===== src/fnd_regs.vh =====
// Constants of the fractional-N divider core: register map, fields, reset values, ratios.
// Assumes byte addresses on a 32-bit APB with each register in one aligned word.
// Function
// Reference divider divides by 256, 280, 288 or 384 from two select bits.
// Quarter-step interpolation makes effective reference ratios 1024, 1120, 1152, 1536.
// Comparison rate equals four times the channel raster.
// Main divider holds a programmable 13-bit integer ratio N.
// Each main cycle divides by N or N+1; average is N plus k quarters.
// Effective main ratio is 15 bits, four times N plus k, loaded by software.
// Software programs effective main ratio only between 2048 and 32767.
// Test bit routes reference divider output onto switching output C.
// Test bit routes main divider output onto switching output F.
// Both dividers stay reset until a complete main ratio has been written.
// A new divider setting applies only after its bus transfer completes.
// A new setting never applies while the pump output sources or sinks.
// Select 00 gives 1120, a gives 1152, b gives 1024, both give 1536.
// Controller sends main ratio top, middle, low parts with reference select bits.
// Divider parts follow in order within one transfer or the transfer ends.
// N is the upper thirteen ratio bits, k the two lowest.
// Over four cycles N+1 is used exactly k times, evenly spread.
`ifndef FND_REGS_VH
`define FND_REGS_VH

`define FND_ADDR_DIV        8'h00
`define FND_ADDR_CTRL       8'h04
`define FND_ADDR_STATUS     8'h08

`define FND_DIV_RATIO_LSB   0
`define FND_DIV_RATIO_MSB   14
`define FND_DIV_SEL_A_BIT   16
`define FND_DIV_SEL_B_BIT   17

`define FND_CTRL_TEST_BIT   0
`define FND_CTRL_SW_C_BIT   1
`define FND_CTRL_SW_F_BIT   2

`define FND_STAT_RUN_BIT    0
`define FND_STAT_PEND_BIT   1
`define FND_STAT_ACC_LSB    2
`define FND_STAT_ACC_MSB    3

`define FND_RATIO_RST       15'h0800
`define FND_CTRL_RST        3'h0

`define FND_REF_SEL_NONE    9'h118
`define FND_REF_SEL_A       9'h120
`define FND_REF_SEL_B       9'h100
`define FND_REF_SEL_AB      9'h180

`endif


===== src/div_counter.v =====
// Programmable edge counter: emits one tick per ratio input edges.
// Assumes edge_i is a one-cycle pulse already in the clock_i domain.
`timescale 1ns/100ps
`default_nettype none
module div_counter #(
  parameter W = 14
) (
  input  wire         clock_i,
  input  wire         sys_rst_i,
  input  wire         hold_i,
  input  wire         edge_i,
  input  wire [W-1:0] ratio_i,
  output reg          tick_o,
  output reg          square_o
);
  reg [W-1:0] count_q;
  // A count already past a newly shortened ratio ends the period on the next input edge
  // instead of running round the whole counter range.
  wire        last_w = (count_q >= ratio_i - {{(W-1){1'b0}}, 1'b1});

  always @(posedge clock_i) begin
    if (sys_rst_i || hold_i) begin
      count_q  <= {W{1'b0}};
      tick_o   <= 1'b0;
      square_o <= 1'b0;
    end else begin
      tick_o <= 1'b0;
      if (edge_i) begin
        if (last_w) begin
          count_q  <= {W{1'b0}};
          tick_o   <= 1'b1;
          square_o <= ~square_o;
        end else begin
          count_q <= count_q + {{(W-1){1'b0}}, 1'b1};
        end
      end
    end
  end
endmodule
`default_nettype wire


===== src/frac_n_core.v =====
// Fractional-N divider core: reference and main dividers with an APB register port.
// Assumes ref_osc_i and rf_in_i are asynchronous pins far slower than clock_i,
// and pump_active_i comes from the phase detector on the clock_i domain.
//
// Our own choices: the APB register port and the placing of the registers.
`timescale 1ns/100ps
`default_nettype none
`include "fnd_regs.vh"
module frac_n_core (
  input  wire        clock_i,
  input  wire        sys_rst_i,
  input  wire        psel_i,
  input  wire        penable_i,
  input  wire        pwrite_i,
  input  wire [7:0]  paddr_i,
  input  wire [31:0] pwdata_i,
  output reg  [31:0] prdata_o,
  output reg         pready_o,
  output reg         pslverr_o,
  input  wire        ref_osc_i,
  input  wire        rf_in_i,
  input  wire        pump_active_i,
  output reg         ref_cmp_o,
  output reg         main_cmp_o,
  output reg         switch_out_c_o,
  output reg         switch_out_f_o,
  output reg         running_o
);
  // Pin synchronisers; stage one feeds stage two only.
  reg ref_s1_q;
  reg ref_s2_q;
  reg ref_s3_q;
  reg rf_s1_q;
  reg rf_s2_q;
  reg rf_s3_q;

  always @(posedge clock_i) begin
    if (sys_rst_i) begin
      ref_s1_q <= 1'b0;
      ref_s2_q <= 1'b0;
      ref_s3_q <= 1'b0;
      rf_s1_q  <= 1'b0;
      rf_s2_q  <= 1'b0;
      rf_s3_q  <= 1'b0;
    end else begin
      ref_s1_q <= ref_osc_i;
      ref_s2_q <= ref_s1_q;
      ref_s3_q <= ref_s2_q;
      rf_s1_q  <= rf_in_i;
      rf_s2_q  <= rf_s1_q;
      rf_s3_q  <= rf_s2_q;
    end
  end

  wire ref_edge_w = ref_s2_q & ~ref_s3_q;
  wire rf_edge_w  = rf_s2_q & ~rf_s3_q;

  // Software-side staging and the settings that the dividers really use.
  reg [14:0] stage_ratio_q;
  reg        stage_sel_a_q;
  reg        stage_sel_b_q;
  reg [14:0] act_ratio_q;
  reg        act_sel_a_q;
  reg        act_sel_b_q;
  reg        pending_q;
  reg        running_q;
  reg        test_q;
  reg        sw_c_q;
  reg        sw_f_q;
  reg [1:0]  acc_q;

  wire access_w  = psel_i & penable_i & ~pready_o;
  wire wr_w      = access_w & pwrite_i;
  wire hit_div_w = (paddr_i == `FND_ADDR_DIV);
  wire hit_ctl_w = (paddr_i == `FND_ADDR_CTRL);
  wire hit_st_w  = (paddr_i == `FND_ADDR_STATUS);
  wire mapped_w  = hit_div_w | hit_ctl_w | hit_st_w;
  wire div_wr_w  = wr_w & hit_div_w;

  // A ratio write is staged at its first access edge, while pready_o is still low,
  // and handed to the dividers no earlier than the following edge, where the access completes.
  wire apply_w = pending_q & ~pump_active_i;

  // APB slave: one wait state, so every access ends on its second access edge.
  always @(posedge clock_i) begin
    if (sys_rst_i) begin
      pready_o  <= 1'b0;
      pslverr_o <= 1'b0;
      prdata_o  <= 32'h0;
    end else begin
      pready_o  <= access_w;
      pslverr_o <= access_w & ~mapped_w;
      prdata_o  <= 32'h0;
      if (access_w && !pwrite_i) begin
        if (hit_div_w) begin
          prdata_o[`FND_DIV_RATIO_MSB:`FND_DIV_RATIO_LSB] <= stage_ratio_q;
          prdata_o[`FND_DIV_SEL_A_BIT] <= stage_sel_a_q;
          prdata_o[`FND_DIV_SEL_B_BIT] <= stage_sel_b_q;
        end else if (hit_ctl_w) begin
          prdata_o[`FND_CTRL_TEST_BIT] <= test_q;
          prdata_o[`FND_CTRL_SW_C_BIT] <= sw_c_q;
          prdata_o[`FND_CTRL_SW_F_BIT] <= sw_f_q;
        end else if (hit_st_w) begin
          prdata_o[`FND_STAT_RUN_BIT]  <= running_q;
          prdata_o[`FND_STAT_PEND_BIT] <= pending_q;
          prdata_o[`FND_STAT_ACC_MSB:`FND_STAT_ACC_LSB] <= acc_q;
        end
      end
    end
  end

  // Register writes and the hand-over of a staged ratio.
  always @(posedge clock_i) begin
    if (sys_rst_i) begin
      stage_ratio_q <= `FND_RATIO_RST;
      stage_sel_a_q <= 1'b0;
      stage_sel_b_q <= 1'b0;
      test_q        <= 1'b0;
      sw_c_q        <= 1'b0;
      sw_f_q        <= 1'b0;
      pending_q     <= 1'b0;
    end else begin
      if (div_wr_w) begin
        stage_ratio_q <= pwdata_i[`FND_DIV_RATIO_MSB:`FND_DIV_RATIO_LSB];
        stage_sel_a_q <= pwdata_i[`FND_DIV_SEL_A_BIT];
        stage_sel_b_q <= pwdata_i[`FND_DIV_SEL_B_BIT];
      end
      if (wr_w && hit_ctl_w) begin
        test_q <= pwdata_i[`FND_CTRL_TEST_BIT];
        sw_c_q <= pwdata_i[`FND_CTRL_SW_C_BIT];
        sw_f_q <= pwdata_i[`FND_CTRL_SW_F_BIT];
      end
      // A new write in the cycle of a hand-over keeps the request pending.
      if (div_wr_w)
        pending_q <= 1'b1;
      else if (apply_w)
        pending_q <= 1'b0;
    end
  end

  always @(posedge clock_i) begin
    if (sys_rst_i) begin
      act_ratio_q <= `FND_RATIO_RST;
      act_sel_a_q <= 1'b0;
      act_sel_b_q <= 1'b0;
      running_q   <= 1'b0;
    end else if (apply_w) begin
      act_ratio_q <= stage_ratio_q;
      act_sel_a_q <= stage_sel_a_q;
      act_sel_b_q <= stage_sel_b_q;
      running_q   <= 1'b1;
    end
  end

  // Reference ratio from the two select bits; four times each gives the
  // effective ratio once the main divider interpolates in quarter steps.
  reg [8:0] ref_ratio_w;
  always @* begin
    case ({act_sel_b_q, act_sel_a_q})
      2'b00:   ref_ratio_w = `FND_REF_SEL_NONE;
      2'b01:   ref_ratio_w = `FND_REF_SEL_A;
      2'b10:   ref_ratio_w = `FND_REF_SEL_B;
      2'b11:   ref_ratio_w = `FND_REF_SEL_AB;
      default: ref_ratio_w = `FND_REF_SEL_NONE;
    endcase
  end

  // Fractional sequencer: a two-bit accumulator adds k each main cycle and
  // its carry selects N+1, giving exactly k carries in any four cycles.
  wire [12:0] n_w     = act_ratio_q[14:2];
  wire [1:0]  k_w     = act_ratio_q[1:0];
  wire [2:0]  acc_sum = {1'b0, acc_q} + {1'b0, k_w};
  wire        carry_w = acc_sum[2];
  wire [13:0] main_ratio_w = {1'b0, n_w} + {13'h0, carry_w};

  wire ref_tick_w;
  wire ref_sq_w;
  wire main_tick_w;
  wire main_sq_w;

  always @(posedge clock_i) begin
    if (sys_rst_i || !running_q)
      acc_q <= 2'h0;
    else if (main_tick_w)
      acc_q <= acc_sum[1:0];
  end

  div_counter #(.W(9)) ref_div (
    .clock_i   (clock_i),
    .sys_rst_i (sys_rst_i),
    .hold_i    (~running_q),
    .edge_i    (ref_edge_w),
    .ratio_i   (ref_ratio_w),
    .tick_o    (ref_tick_w),
    .square_o  (ref_sq_w)
  );

  div_counter #(.W(14)) main_div (
    .clock_i   (clock_i),
    .sys_rst_i (sys_rst_i),
    .hold_i    (~running_q),
    .edge_i    (rf_edge_w),
    .ratio_i   (main_ratio_w),
    .tick_o    (main_tick_w),
    .square_o  (main_sq_w)
  );

  // Outputs, each from a flip-flop.
  always @(posedge clock_i) begin
    if (sys_rst_i) begin
      ref_cmp_o      <= 1'b0;
      main_cmp_o     <= 1'b0;
      switch_out_c_o <= 1'b0;
      switch_out_f_o <= 1'b0;
      running_o      <= 1'b0;
    end else begin
      ref_cmp_o      <= ref_tick_w;
      main_cmp_o     <= main_tick_w;
      switch_out_c_o <= test_q ? ref_sq_w : sw_c_q;
      switch_out_f_o <= test_q ? main_sq_w : sw_f_q;
      running_o      <= running_q;
    end
  end
endmodule
`default_nettype wire


===== config.mk =====
export PLATFORM = sky130hd
export DESIGN_NAME = frac_n_core
export DESIGN_NICKNAME = d
export VERILOG_FILES = /design/src/div_counter.v /design/src/frac_n_core.v
export VERILOG_INCLUDE_DIRS = /design/src
export SDC_FILE = /design/constraint.sdc
export NUM_CORES = 1
export LEC_CHECK = 0
export BUFFER_PORTS_ARGS = -buffer_cell sky130_fd_sc_hd__buf_2
export CELL_PAD_IN_SITES_DETAIL_PLACEMENT = 1
export CELL_PAD_IN_SITES_GLOBAL_PLACEMENT = 1
export CORE_MARGIN = 8
export CORE_UTILIZATION = 37
export DETAILED_ROUTE_END_ITERATION = 10
export GPL_TIMING_DRIVEN = 1
export PLACE_DENSITY_LB_ADDON = 0.12
export SLEW_MARGIN = 20
export SYNTH_ARGS = -nofsm -noshare
export SYNTH_HDL_FRONTEND = slang
export SYNTH_SLANG_ARGS = --single-unit

===== constraint.sdc =====
create_clock -name clock_i -period 3.04 [get_ports clock_i]
set_input_delay 0.152 -clock clock_i [delete_from_list [all_inputs] [get_ports clock_i]]
set_output_delay 0.152 -clock clock_i [all_outputs]
set_load 0.01 [all_outputs]

; After elaboration in Yosys (flattened, before gate mapping)
; Index checks and enable logic that the tools add are counted.
[classes]
n_addsub = 6
magnitude_cmp = 2
n_eq_ne = 5
n_mux = 13
bitwise_logic = 22
reduce_logical = 15
[ops]
columns = cell, count
row1 = 9-bit one-hot mux with 4 select lines, 1
row2 = 13-bit by 1-bit adder with 14-bit output, 1
row3 = 14-bit by 1-bit adder with 14-bit output (second input constant), 1
row4 = 14-bit greater-or-equal comparator, 1
row5 = 14-bit 2-to-1 mux, 1
row6 = 14-bit by 1-bit subtractor with 14-bit output (second input constant), 1
row7 = 1-bit inverter, 12
row8 = 9-bit by 1-bit adder with 9-bit output (second input constant), 1
row9 = 9-bit greater-or-equal comparator, 1
row10 = 9-bit 2-to-1 mux, 1
row11 = 9-bit by 1-bit subtractor with 9-bit output (second input constant), 1
row12 = 1-bit AND, 8
row13 = 8-bit by 3-bit == test with 1-bit output (second input constant), 1
row14 = 8-bit by 4-bit == test with 1-bit output (second input constant), 1
row15 = 8-bit logical NOT, 1
row16 = 4-bit 2-to-1 mux, 2
row17 = 1-bit 2-to-1 mux, 7
row18 = 2-bit OR reduction, 3
row19 = 2-bit == test (second input constant), 2
row20 = 2-bit AND reduction, 2
row21 = 2-bit by 2-bit adder with 3-bit output, 1
row22 = 3-bit 2-to-1 mux, 1
row23 = 3-bit OR reduction, 1
row24 = 2-bit by 1-bit == test with 1-bit output (second input constant), 1
row25 = 6 further kinds, 10
[word_totals]
register_bits = 113
input_bits = 48
out_inout_bits = 39
word_cells = 97

; Depth between registers and ports, before layout
; Gate-level depths: netlist of run 1.
[depth]
depth_word = 5
ltp_mapped = 16
ltp_nobuf = 15

; Modules after synthesis
; From an unflattened synthesis of run 1, not the netlist that was laid out.
[hier_totals]
hier_cells = 562
area_unflattened_um2 = 5111.2
[modules_own_cells]
columns = module, instances, cells_per_inst, area_each_um2, seq_area_each_um2
row1 = frac_n_core, 1, 314, 3039.2, 1421.4
row2 = div_counter at main_div, 1, 152, 1257.5, 320.3
row3 = div_counter at ref_div, 1, 96, 814.5, 220.2

; Worst setup path before layout of run 1
; No wires, ideal clock.
[synth_path]
kind = register to register
start = reg act_ratio_q[0]
end = reg main_div.count_q[10]
setup_ns = 0.128
arrival_time_ns = 3.145
required_time_ns = 2.912
slack_ns = -0.232
stages_incl_launch_ff = 17
synth_period_minus_slack_ns = 3.272
path_cell_list = dfxtp_1 > ha_1 > inv_1 > fa_1 > ha_1 > ha_1 > nand2_1 > or3_1 > nor4_1 > xnor2_1 > ha_1 > nand4_1 > nor3_1 > o311ai_0 > o211ai_1 > clkbuf_1 > nor2_1
[synth_via]
elab_chain_cells = 5
[synth_lines]
columns = item, line_no
row1 = from (decl), frac_n_core.v:62  ; reg [14:0] act_ratio_q;
row2 = from (signal assigned), frac_n_core.v:143  ; act_ratio_q <= `FND_RATIO_RST;
row3 = from (signal assigned), frac_n_core.v:148  ; act_ratio_q <= stage_ratio_q;
row4 = 2-bit by 2-bit adder with 3-bit output, frac_n_core.v:172  ; wire [2:0] acc_sum = {1'b0, acc_q} + {1'b0, k_w};
row5 = 13-bit by 1-bit adder with 14-bit output, frac_n_core.v:174  ; wire [13:0] main_ratio_w = {1'b0, n_w} + {13'h0, carry_w};
row6 = 14-bit by 1-bit subtractor with 14-bit output, div_counter.v:19  ; wire last_w = (count_q >= ratio_i - {{(W-1){1'b0}}, 1'b1});
row7 = 14-bit greater-or-equal comparator, div_counter.v:19
row8 = 14-bit 2-to-1 mux, div_counter.v:29  ; if (last_w) begin
row9 = to (signal assigned), div_counter.v:23  ; count_q <= {W{1'b0}};
row10 = to (signal assigned), div_counter.v:30  ; count_q <= {W{1'b0}};
row11 = to (signal assigned), div_counter.v:34  ; count_q <= count_q + {{(W-1){1'b0}}, 1'b1};
row12 = to (decl), div_counter.v:16  ; reg [W-1:0] count_q;
; No other way between the ends.
; A chain may end at the register's enable or synchronous reset.

; Worst setup path in the final report of run 1
; Ends and elaborated chain as after synthesis.

==> results of run 1 <==
==> layer usage <==
metal	track usage, %	vias to the layer above
met2	22.0	57
met4	6.02	0
li1	-	1790
met5	0	-
met3	3.95	13
met1	18.0	1664
==> cell families after synthesis <==
logic type / synth area share [%]
adders and majority gates: 7.58
xor gates and xnor gates: 5.98
muxes: 1.82
buffers and inverters: 5.78
AOI/OAI and AO/OA: 8.69
other: 0.0854
and+or+nand+nor: 25.4
DFF: 44.7
==> registers in the layout (all words and copies together) (netlist names), 2 cells and up <==
signal	cells
stage_ratio_q	15
ref_div.count_q	9
acc_q	2
main_div.count_q	14
prdata_o	17
act_ratio_q	15
==> cells in the final DEF, fill, tap and decap left out, drive strengths merged, types with 3 or more instances in the layout <==
master,count
nor2,48
nor3,13
nand3b,3
nand2,96
a2111oi,3
mux2i,8
or3,5
ha,25
nor2b,15
buf,72
nand2b,10
conb,15
xor2,15
nand4,6
o21ai,4
dfxtp,98
nand3,10
clkbuf,10
inv,15
nor4,5
a21o,3
and2,14
xnor2,15
a21oi,46
==> critical path, stage by stage (launching register included) <==
cell and delay (ns):
dfxtp_2 0.32, ha_2 0.17, inv_2 0.05, fa_2 0.19, ha_4 0.15, ha_4 0.13
nand2_4 0.04, or3_4 0.35, nor4_4 0.15, xnor2_1 0.10, ha_1 0.29, nand4_1 0.17
o221ai_2 0.24, a21oi_2 0.08, o211ai_1 0.26, buf_4 0.21, nor2_1 0.06
==> layout make-up <==
class | instances | share of cell area, %
clock buffer | 10 | 4.54
clock inverter | 6 | 1.69
multi-input combinational | 378 | 44.3
inverter | 14 | 0.999
timing repair buffer | 72 | 7.68
sequential | 98 | 37.3
tap | 147 | 3.50
==> how the worst max path moves through the flow <==
stage / startpoint / to / slack, ns
after floorplan: act_ratio_q[0] / main_div.count_q[10] / 0.01
after global placement: act_ratio_q[0] / main_div.count_q[13] / -0.03
after detailed placement: act_ratio_q[0] / main_div.count_q[10] / -0.15
after CTS: act_ratio_q[0] / main_div.count_q[10] / -0.07
after global routing: act_ratio_q[0] / main_div.count_q[9] / -0.30
final: act_ratio_q[0] / main_div.count_q[10] / -0.04
==> power breakdown <==
part	internal (mW)	switching (mW)	total [mW]
Clock	0.745	0.507	1.25
Combinational	0.0248	0.0400	0.0647
Sequential	1.29	0.00209	1.29
==> what timing repair did <==
| item | in CTS | in global routing |
|---|---|---|
| gates resized for setup | 10 | 7 |
| pin swaps | 9 | 2 |
| endpoints found under the setup margin | 16 | 16 |
| gates cloned | 1 | 0 |
| setup buffers | 2 | 0 |
==> qor.yml, run 1 <==
outcome: "finished, violations left"
violations: "setup timing"
end_kind: "flip-flop"
diodes: 0
yosysUniqueCellTypes: 49
wl_met2_mm: 4.76
synth_top_cell_by_area: "dfxtp_1"
fp.dieH_um: 125
fillers: 1420
maxCapViolations: 0
num_vias: 3524
track_usage_pct: 14.1
leakagePower_nw: 2.14
power_density_mw_per_mm2: 496
placed_area_mm2: 0.00486
clkSlewWorstSetupHoldPaths_ns: 0.07
drt-initial-drc-count: 151
min_path_type: "in2reg"
postLayoutCoreUtil_pct: 44.5
avgSynthCellArea_um2: 8.65
worst_pin_slew_ns: 0.785
post-place-ws_ns: -0.154
drt.antenna.violating_nets: 0
yosysMostFrequentCell: "dfxtp_1"
clock-sinks: 98
finClkSkew_ns: 0.00698
rsz0062_at_grt: "yes"
hold_start: "pwdata_i[11]"
fin_crit_sh_pct: 101
worst_slack_ns: -0.0420
topRoutingLayerUsed: "met4"
wl_met3_um: 399
crit_path_max_fanout: 7
holdBufCountCts: 0
netlist_instances: 508
overflow: 0
total_power_mw: 2.61
r2r-start: "act_ratio_q[0]"
cp_data_required_time_ns: 3.28
wl_mm: 10.6
r2r_setup_slack_ns: -0.04
layout-drive-gt1-share_pct: 19.6
ys_ff_latch: 98
drtPass1Iterations: 4
num_rows: 40
die_area_mm2: 0.0156
ir_drop_v: 0.000260
max_freq_mhz: 324
numCtsBuffers: 9
area_delta_synth_final_pct: 19.7
finalSetupViolCount: 14
start_util_pct: 37.2
coreArea_mm2: 0.0118
syn_area_mm2: 0.00439
grt_pass1_vias: 3798
grt_pass1_wl_mm: 18.2
drv_slew: 0
io_pins: 87
detail_route.wl_per_cell_um: 14.7
cp.arrival_ns: 3.32
dieWidth_um: 125
grt_max_degree: 50
root_buffer: "clkbuf_16"
period_minus_slack_ns: 3.08
dp_cells: 706
met1_length_mm: 5.29
cts.path.max_buffers: 2
seqCellArea_mm2: 0.00196
max_slew_margin_pct: 47.2
worstSkewPairLatency_ns: 0.35
synth_common_cells: "dfxtp_1, nand2_1, nor2_1"
async_reset_ff_share_pct: 0
hold_depth: 3
cts_tree: "yes"
io_buffers: 56
routed_via_density: 4.86
synth_top_cell_area_share_pct: 44.7
min_to: "stage_ratio_q[11]"
ctsHtreeMaxLevel: 3
gp_congestion: 0.760
synthTopCellsByArea: "dfxtp_1, nand2_1, ha_1"
synthFlopType: "dfxtp_1"
finalHoldViolCount: 0
dpl.hpwl_mm: 7.96
synthesis.yosys.warnings: 0
cp-start-kind: "flip-flop"
synth_edf_count: 0
antenna_found_initial: 0
design_area_mm2: 0.00526
nNetsFinal: 647
drc: 0
reg2reg_to: "main_div.count_q[10]"
tns_ns: -0.469
critPathKind: "reg2reg"
multi_input_area_mm2: 0.00233
whs_ns: 0.0177
seq_area_frac_synth_pct: 44.7
fin_cells: 725
reg2regPathDepth: 16
(Power assumes the default switching activity.)
==> run 2, diff against run 1 <==
RECOVER_POWER = 25   (was not set)
==> run 2 against run 1 <==
  * Sequential share of layout area is 0.16 points higher
  * Cell area is 0.43% lower
  * Critical path type unchanged
  * Register-to-register slack hardly changed
  * Critical path depth stayed put
  * Largest power group unchanged
  * Maximum frequency stayed put
  * Non-clock buffer count stayed put
  * The flow finishes with violations (capacitance limit, slew limit, setup timing)
  * Total power hardly changed
  * Clock skew hardly changed
  * Highest routed layer unchanged
  * Clock-buffer cell count stayed put
  * First-iteration DRC count is 4.0% lower
  * Die area stayed put
  * Setup slack hardly changed
==> qor.yml, run 2 (same netlist as run 1, synthesis figures left out) <==
outcome: "finished, violations left"  # unchanged
violations: "capacitance limit, slew limit, setup timing"  # was setup timing
overflow: 0  # unchanged
drv_slew: 50  # was 0
finClkSkew_ns: 0.00719  # was 0.00698 ns
r2r_setup_slack_ns: -0.04  # about the same
root_buffer: "clkbuf_16"  # unchanged
crit_path_max_fanout: 7  # unchanged
clkSlewWorstSetupHoldPaths_ns: 0.07  # about the same
clock-sinks: 98  # unchanged
track_usage_pct: 14.1  # unchanged
io_buffers: 56  # unchanged
coreArea_mm2: 0.0118  # unchanged
largest-register: "prdata_o"  # unchanged
drt.antenna.violating_nets: 0  # unchanged
detail_route.wl_per_cell_um: 14.7  # about the same
cp_data_required_time_ns: 3.28  # about the same
drtPass1Iterations: 4  # unchanged
crit_chain: "ha_2 -> inv_2 -> fa_2 -> ha_4 -> ha_4 -> nand2_4 -> or3_4 -> nor4_4 -> xnor2_1 -> ha_1 -> nand4_1 -> o221ai_2 -> a21oi_2 -> o211ai_1 -> buf_4 -> nor2_1"  # unchanged
mostFrequentLayoutCell: "dfxtp_1"  # unchanged
fp.dieH_um: 125  # unchanged
min_path_type: "in2reg"  # unchanged
dp_cells: 706  # unchanged
critPathKind: "reg2reg"  # unchanged
period_minus_slack_ns: 3.08  # about the same
finalHoldViolCount: 0  # unchanged
diodes: 0  # unchanged
num_rows: 40  # unchanged
cp_slowest_cell: "or3_4"  # unchanged
cts_tree: "yes"  # unchanged
power_density_mw_per_mm2: 497  # was 496 mW/mm²
max_freq_mhz: 324  # unchanged
grt_max_degree: 50  # unchanged
dieWidth_um: 125  # unchanged
cp-start-kind: "flip-flop"  # unchanged
holdBufCountCts: 0  # unchanged
antenna_found_initial: 0  # unchanged
cts.path.max_buffers: 2  # unchanged
start_util_pct: 37.2  # unchanged
routed_via_density: 4.87  # was 4.86
drc: 0  # unchanged
gp_congestion: 0.760  # unchanged
numCtsBuffers: 9  # unchanged
worstSkewPairLatency_ns: 0.35  # about the same
cp.arrival_ns: 3.32  # about the same
finalSetupViolCount: 14  # unchanged
drt-initial-drc-count: 145  # was 151
maxCapViolations: 1  # was 0
crit_family: "adder cells"  # unchanged
rsz0062_at_grt: "yes"  # unchanged
grt_pass1_vias: 3798  # unchanged
reg_top3: "prdata_o (17), act_ratio_q (15), stage_ratio_q (15)"  # unchanged
worst_pin_slew_ns: 2.30  # was 0.785 ns
final_cell_mix: "dfxtp_1, nand2_1, nor2_1"  # was dfxtp_1, nand2_1, buf_2
io_pins: 87  # unchanged
area_delta_synth_final_pct: 19.2  # was 19.7%
wl_mm: 10.6  # about the same
fin_cells: 725  # unchanged
ir_drop_v: 0.000260  # about the same
num_vias: 3530  # was 3524
die_area_mm2: 0.0156  # unchanged
leakagePower_nw: 2.08  # was 2.14 nW
whs_ns: 0.0180  # was 0.0177 ns
fin_crit_sh_pct: 101  # about the same
cpMostUsedCell: "ha_4"  # unchanged
dpl.hpwl_mm: 7.96  # unchanged
ctsHtreeMaxLevel: 3  # unchanged
worst_slack_ns: -0.0420  # about the same
grt_pass1_wl_mm: 18.2  # unchanged
end_kind: "flip-flop"  # unchanged
layout-drive-gt1-share_pct: 16.8  # was 19.6%
largest_reg_flops: 17  # unchanged
critPathMaxStageDelay_ns: 0.35  # about the same
crit_buf_inv: 2  # unchanged
nNetsFinal: 647  # unchanged
max_slew_margin_pct: -53.2  # was 47.2%
## run 2: layout make-up
cell class	count	area, µm²
fill	1424	6580
sequential	98	1960
inverter	14	52.6
multi-input combinational	378	2330
clock inverter	6	88.8
tap	147	184
timing repair buffer	72	382
clock buffer	10	239
## run 2: stage by stage
step	power, mW	worst slack [ns]	util, %	TNS (ns)	cell area, µm²
after global placement	1.38	-0.0294	41.2	-0.361	4860
after CTS	2.65	-0.0667	44.3	-0.657	5230
after global routing	2.71	-0.299	44.3	-4.19	5240
after detailed placement	1.38	-0.154	41.2	-2.00	4860
after floorplan	1.37	0.0142	-	0	4510
final	2.60	-0.0420	44.3	-0.469	5240
## run 2: worst register-to-register path: cells and delay by family (launching register included)
family,cells,cell delay (ns)
AO/OA/AOI/OAI,3,0.58
XOR/XNOR,1,0.10
AND/OR/NAND/NOR,5,0.77
flip-flops,1,0.32
buffers and inverters,2,0.26
adder cells (fa/ha/maj),5,0.94
## run 2: report_power, final
group | internal, mW | leakage [nW] | switching (mW)
combinational | 0.0240 | 1.13 | 0.0399
sequential | 1.29 | 0.791 | 0.00211
clock | 0.745 | 0.155 | 0.506
total | 2.06 | 2.08 | 0.548
## run 2: final timing paths
kind	startpoint	to	cells after the start
setup / recovery	act_ratio_q[0]	main_div.count_q[10]	16
hold reg to reg	rf_s1_q	rf_s2_q	1
setup reg to reg	act_ratio_q[0]	main_div.count_q[10]	16
hold / removal	pwdata_i[11]	stage_ratio_q[11]	3
## run 2: repair_timing
item | CTS | global route
setup endpoints to repair | 16 | 16
pin swaps | 9 | 2
cloned | 1 | 0
endpoints found under the hold margin | 0 | 0
resized for setup | 10 | 7
setup buffers | 2 | 0
## run 2: routing by layer
| metal | wire [µm] | GRT usage, % | share of wire (%) |
|---|---|---|---|
| met1 | 5280 | 18.0 | 50 |
| met2 | 4770 | 22.0 | 45 |
| met4 | 178 | 6.02 | 1.7 |
| met5 | 0 | 0 | 0 |
| met3 | 398 | 3.95 | 3.7 |
==> run 3, diff against run 2 <==
CORE_ASPECT_RATIO = 0.6   (was not set)
==> run 3 against run 2 <==
  * The flow still finishes with violations (capacitance limit, slew limit, setup timing)
  * Sequential power barely moved
  * Core utilization rose by 1.4 points
  * Routed wire length up 4.1%
  * Register-to-register slack worse by 0.13 ns
  * Flip-flop and latch count unchanged
  * Combinational power fell by 1%
  * Via count grew 0.79%
  * Maximum frequency decreased by 3.9%
  * First-iteration DRC count fell by 38%
  * Clock skew barely moved
  * Clock-buffer cell count stayed put
  * Largest power group unchanged
==> qor.yml, run 3 (same netlist as run 1, synthesis figures left out) <==
outcome: "finished, violations left"  # unchanged
violations: "capacitance limit, slew limit, setup timing"  # unchanged
cp-start-kind: "flip-flop"  # unchanged
largest-register: "prdata_o"  # unchanged
power_density_mw_per_mm2: 467  # was 497 mW/mm²
crit_chain: "ha_4 -> inv_2 -> fa_2 -> ha_4 -> ha_4 -> nand2_4 -> or3_4 -> nor4_4 -> xnor2_1 -> ha_1 -> nand4_1 -> o221ai_2 -> a21oi_2 -> o211ai_1 -> buf_4 -> clkbuf_16 -> nor2_1"  # was ha_2 -> inv_2 -> fa_2 -> ha_4 -> ha_4 -> nand2_4 -> or3_4 -> nor4_4 -> xnor2_1 -> ha_1 -> nand4_1 -> o221ai_2 -> a21oi_2 -> o211ai_1 -> buf_4 -> nor2_1
drtPass1Iterations: 4  # unchanged
holdBufCountCts: 0  # unchanged
io_buffers: 56  # unchanged
overflow: 0  # unchanged
drt.antenna.violating_nets: 0  # unchanged
reg_top3: "prdata_o (17), act_ratio_q (15), stage_ratio_q (15)"  # unchanged
dieWidth_um: 157  # was 125 µm
grt_pass1_wl_mm: 18.2  # about the same
p_int_mw: 1.90  # was 2.06 mW
maxCapViolations: 1  # unchanged
cp.arrival_ns: 3.44  # was 3.32 ns
gp_congestion: 0.761  # was 0.760
clkSlewWorstSetupHoldPaths_ns: 0.07  # about the same
wl_mm: 11.1  # was 10.6 mm
detail_route.wl_per_cell_um: 15.0  # was 14.7 µm
finClkSkew_ns: 0.00729  # was 0.00719 ns
p_switching_mw: 0.548  # about the same
largest_reg_flops: 17  # unchanged
ctsHtreeMaxLevel: 3  # unchanged
min_path_type: "in2reg"  # unchanged
cts.path.max_buffers: 2  # unchanged
start_util_pct: 38.4  # was 37.2%
clock-sinks: 98  # unchanged
placed_area_mm2: 0.00491  # was 0.00486 mm²
num_rows: 30  # was 40
diodes: 0  # unchanged
ir_drop_v: 0.000299  # was 0.000260 V
leakagePower_nw: 2.07  # was 2.08 nW
die_area_mm2: 0.0157  # was 0.0156 mm²
finalHoldViolCount: 0  # unchanged
critPathKind: "reg2reg"  # unchanged
design_area_mm2: 0.00524  # about the same
drc: 0  # unchanged
power.share.switching_pct: 22.4  # was 21.1%
nNetsFinal: 648  # was 647
layout-drive-gt1-share_pct: 16.9  # was 16.8%
dpl.hpwl_mm: 8.34  # was 7.96 mm
track_usage_pct: 14.1  # about the same
antenna_found_initial: 0  # unchanged
post-place-ws_ns: -0.258  # was -0.154 ns
cts_tree: "yes"  # unchanged
end_kind: "flip-flop"  # unchanged
final_cell_mix: "dfxtp_1, nand2_1, nor2_1"  # unchanged
coreArea_mm2: 0.0114  # was 0.0118 mm²
grt_max_degree: 50  # unchanged
power_frac_seq_pct: 52.7  # was 49.5%
cp_slowest_cell: "or3_4"  # unchanged
power_frac_clock_pct: 44.7  # was 48.0%
drt-initial-drc-count: 90  # was 145
critPathMaxStageDelay_ns: 0.36  # was 0.35 ns
num_vias: 3558  # was 3530
cpMostUsedCell: "ha_4"  # unchanged
area_delta_synth_final_pct: 19.2  # about the same
worst_pin_slew_ns: 2.21  # was 2.30 ns
combPwrFrac_pct: 2.6  # was 2.5%
rsz0062_at_grt: "yes"  # unchanged
crit_path_max_fanout: 7  # unchanged
drv_slew: 50  # unchanged
grt_pass1_vias: 3688  # was 3798
fin_crit_sh_pct: 106  # was 101%
cp_data_required_time_ns: 3.27  # was 3.28 ns
mostFrequentLayoutCell: "dfxtp_1"  # unchanged
routed_via_density: 4.81  # was 4.87
io_pins: 87  # unchanged
period_minus_slack_ns: 3.21  # was 3.08 ns
root_buffer: "clkbuf_16"  # unchanged
max_slew_margin_pct: -47.5  # was -53.2%
finalSetupViolCount: 14  # unchanged
worst_slack_ns: -0.167  # was -0.0420 ns
numCtsBuffers: 9  # unchanged
fp.dieH_um: 100  # was 125 µm
worstSkewPairLatency_ns: 0.34  # was 0.35 ns
max_freq_mhz: 312  # was 324 MHz
[run 3: final cells by class]
| type | instances | area [µm²] |
|---|---|---|
| clock buffer | 10 | 239 |
| clock inverter | 6 | 50.0 |
| fill | 1392 | 6210 |
| inverter | 14 | 52.6 |
| multi-input combinational | 378 | 2330 |
| sequential | 98 | 1960 |
| tap | 160 | 200 |
| timing repair buffer | 73 | 404 |
[run 3: power groups by stage]
stage               Combinational [mW]  Sequential [mW]  Clock (mW)
floorplan                       0.0463             1.32           0
global placement                0.0626             1.32           0
detailed placement              0.0634             1.32           0
CTS                             0.0638             1.29        1.13
global route                    0.0702             1.29        1.18
finish                          0.0631             1.29        1.10
[run 3: final timing paths]
check | startpoint | end | depth (start not counted) | slack, ns
hold reg to reg | rf_s1_q | rf_s2_q | 1 | 0.44
setup / recovery | acc_q[0] | main_div.count_q[9] | 17 | -0.17
setup reg to reg | acc_q[0] | main_div.count_q[9] | 17 | -0.17
hold / removal | ref_osc_i | ref_s1_q | 2 | 0.03
[run 3: what timing repair did]
action                     4_1_cts  5_1_grt
resized for setup                7        9
setup endpoints to repair       16       16
pin swaps                        7        7
cloned                           0        1
setup buffers                    0        2
hold endpoints to repair         0        0
[run 3: metrics by stage]
step | cells | hold WS [ns] | power [mW] | TNS (ns) | utilization, %
after floorplan | 522 | 0.264 | 1.37 | 0 | -
after global placement | 721 | 0.371 | 1.38 | -1.22 | 42.9
after detailed placement | 721 | 0.370 | 1.38 | -3.73 | 42.9
after CTS | 737 | 0.0166 | 2.49 | -2.39 | 45.6
after global routing | 739 | 0.0100 | 2.54 | -4.62 | 45.7
final | 739 | 0.0278 | 2.45 | -2.11 | 45.7
[run 3: worst max-delay path: cells and delay by family, from the launching register on]
| family | cells | cell delay [ns] |
|---|---|---|
| fa+ha+maj | 5 | 0.96 |
| xor+xnor | 1 | 0.11 |
| simple gates | 5 | 0.81 |
| compound gates | 3 | 0.54 |
| flops | 1 | 0.34 |
| buf+inv | 3 | 0.35 |
[run 3: routing by layer]
metal	track usage [%]	vias to the layer above	routed length (µm)
met4	2.57	0	29
met3	3.52	4	330
li1	-	1796	-
met5	0	-	0
met1	18.6	1722	5540
met2	23.2	36	5160
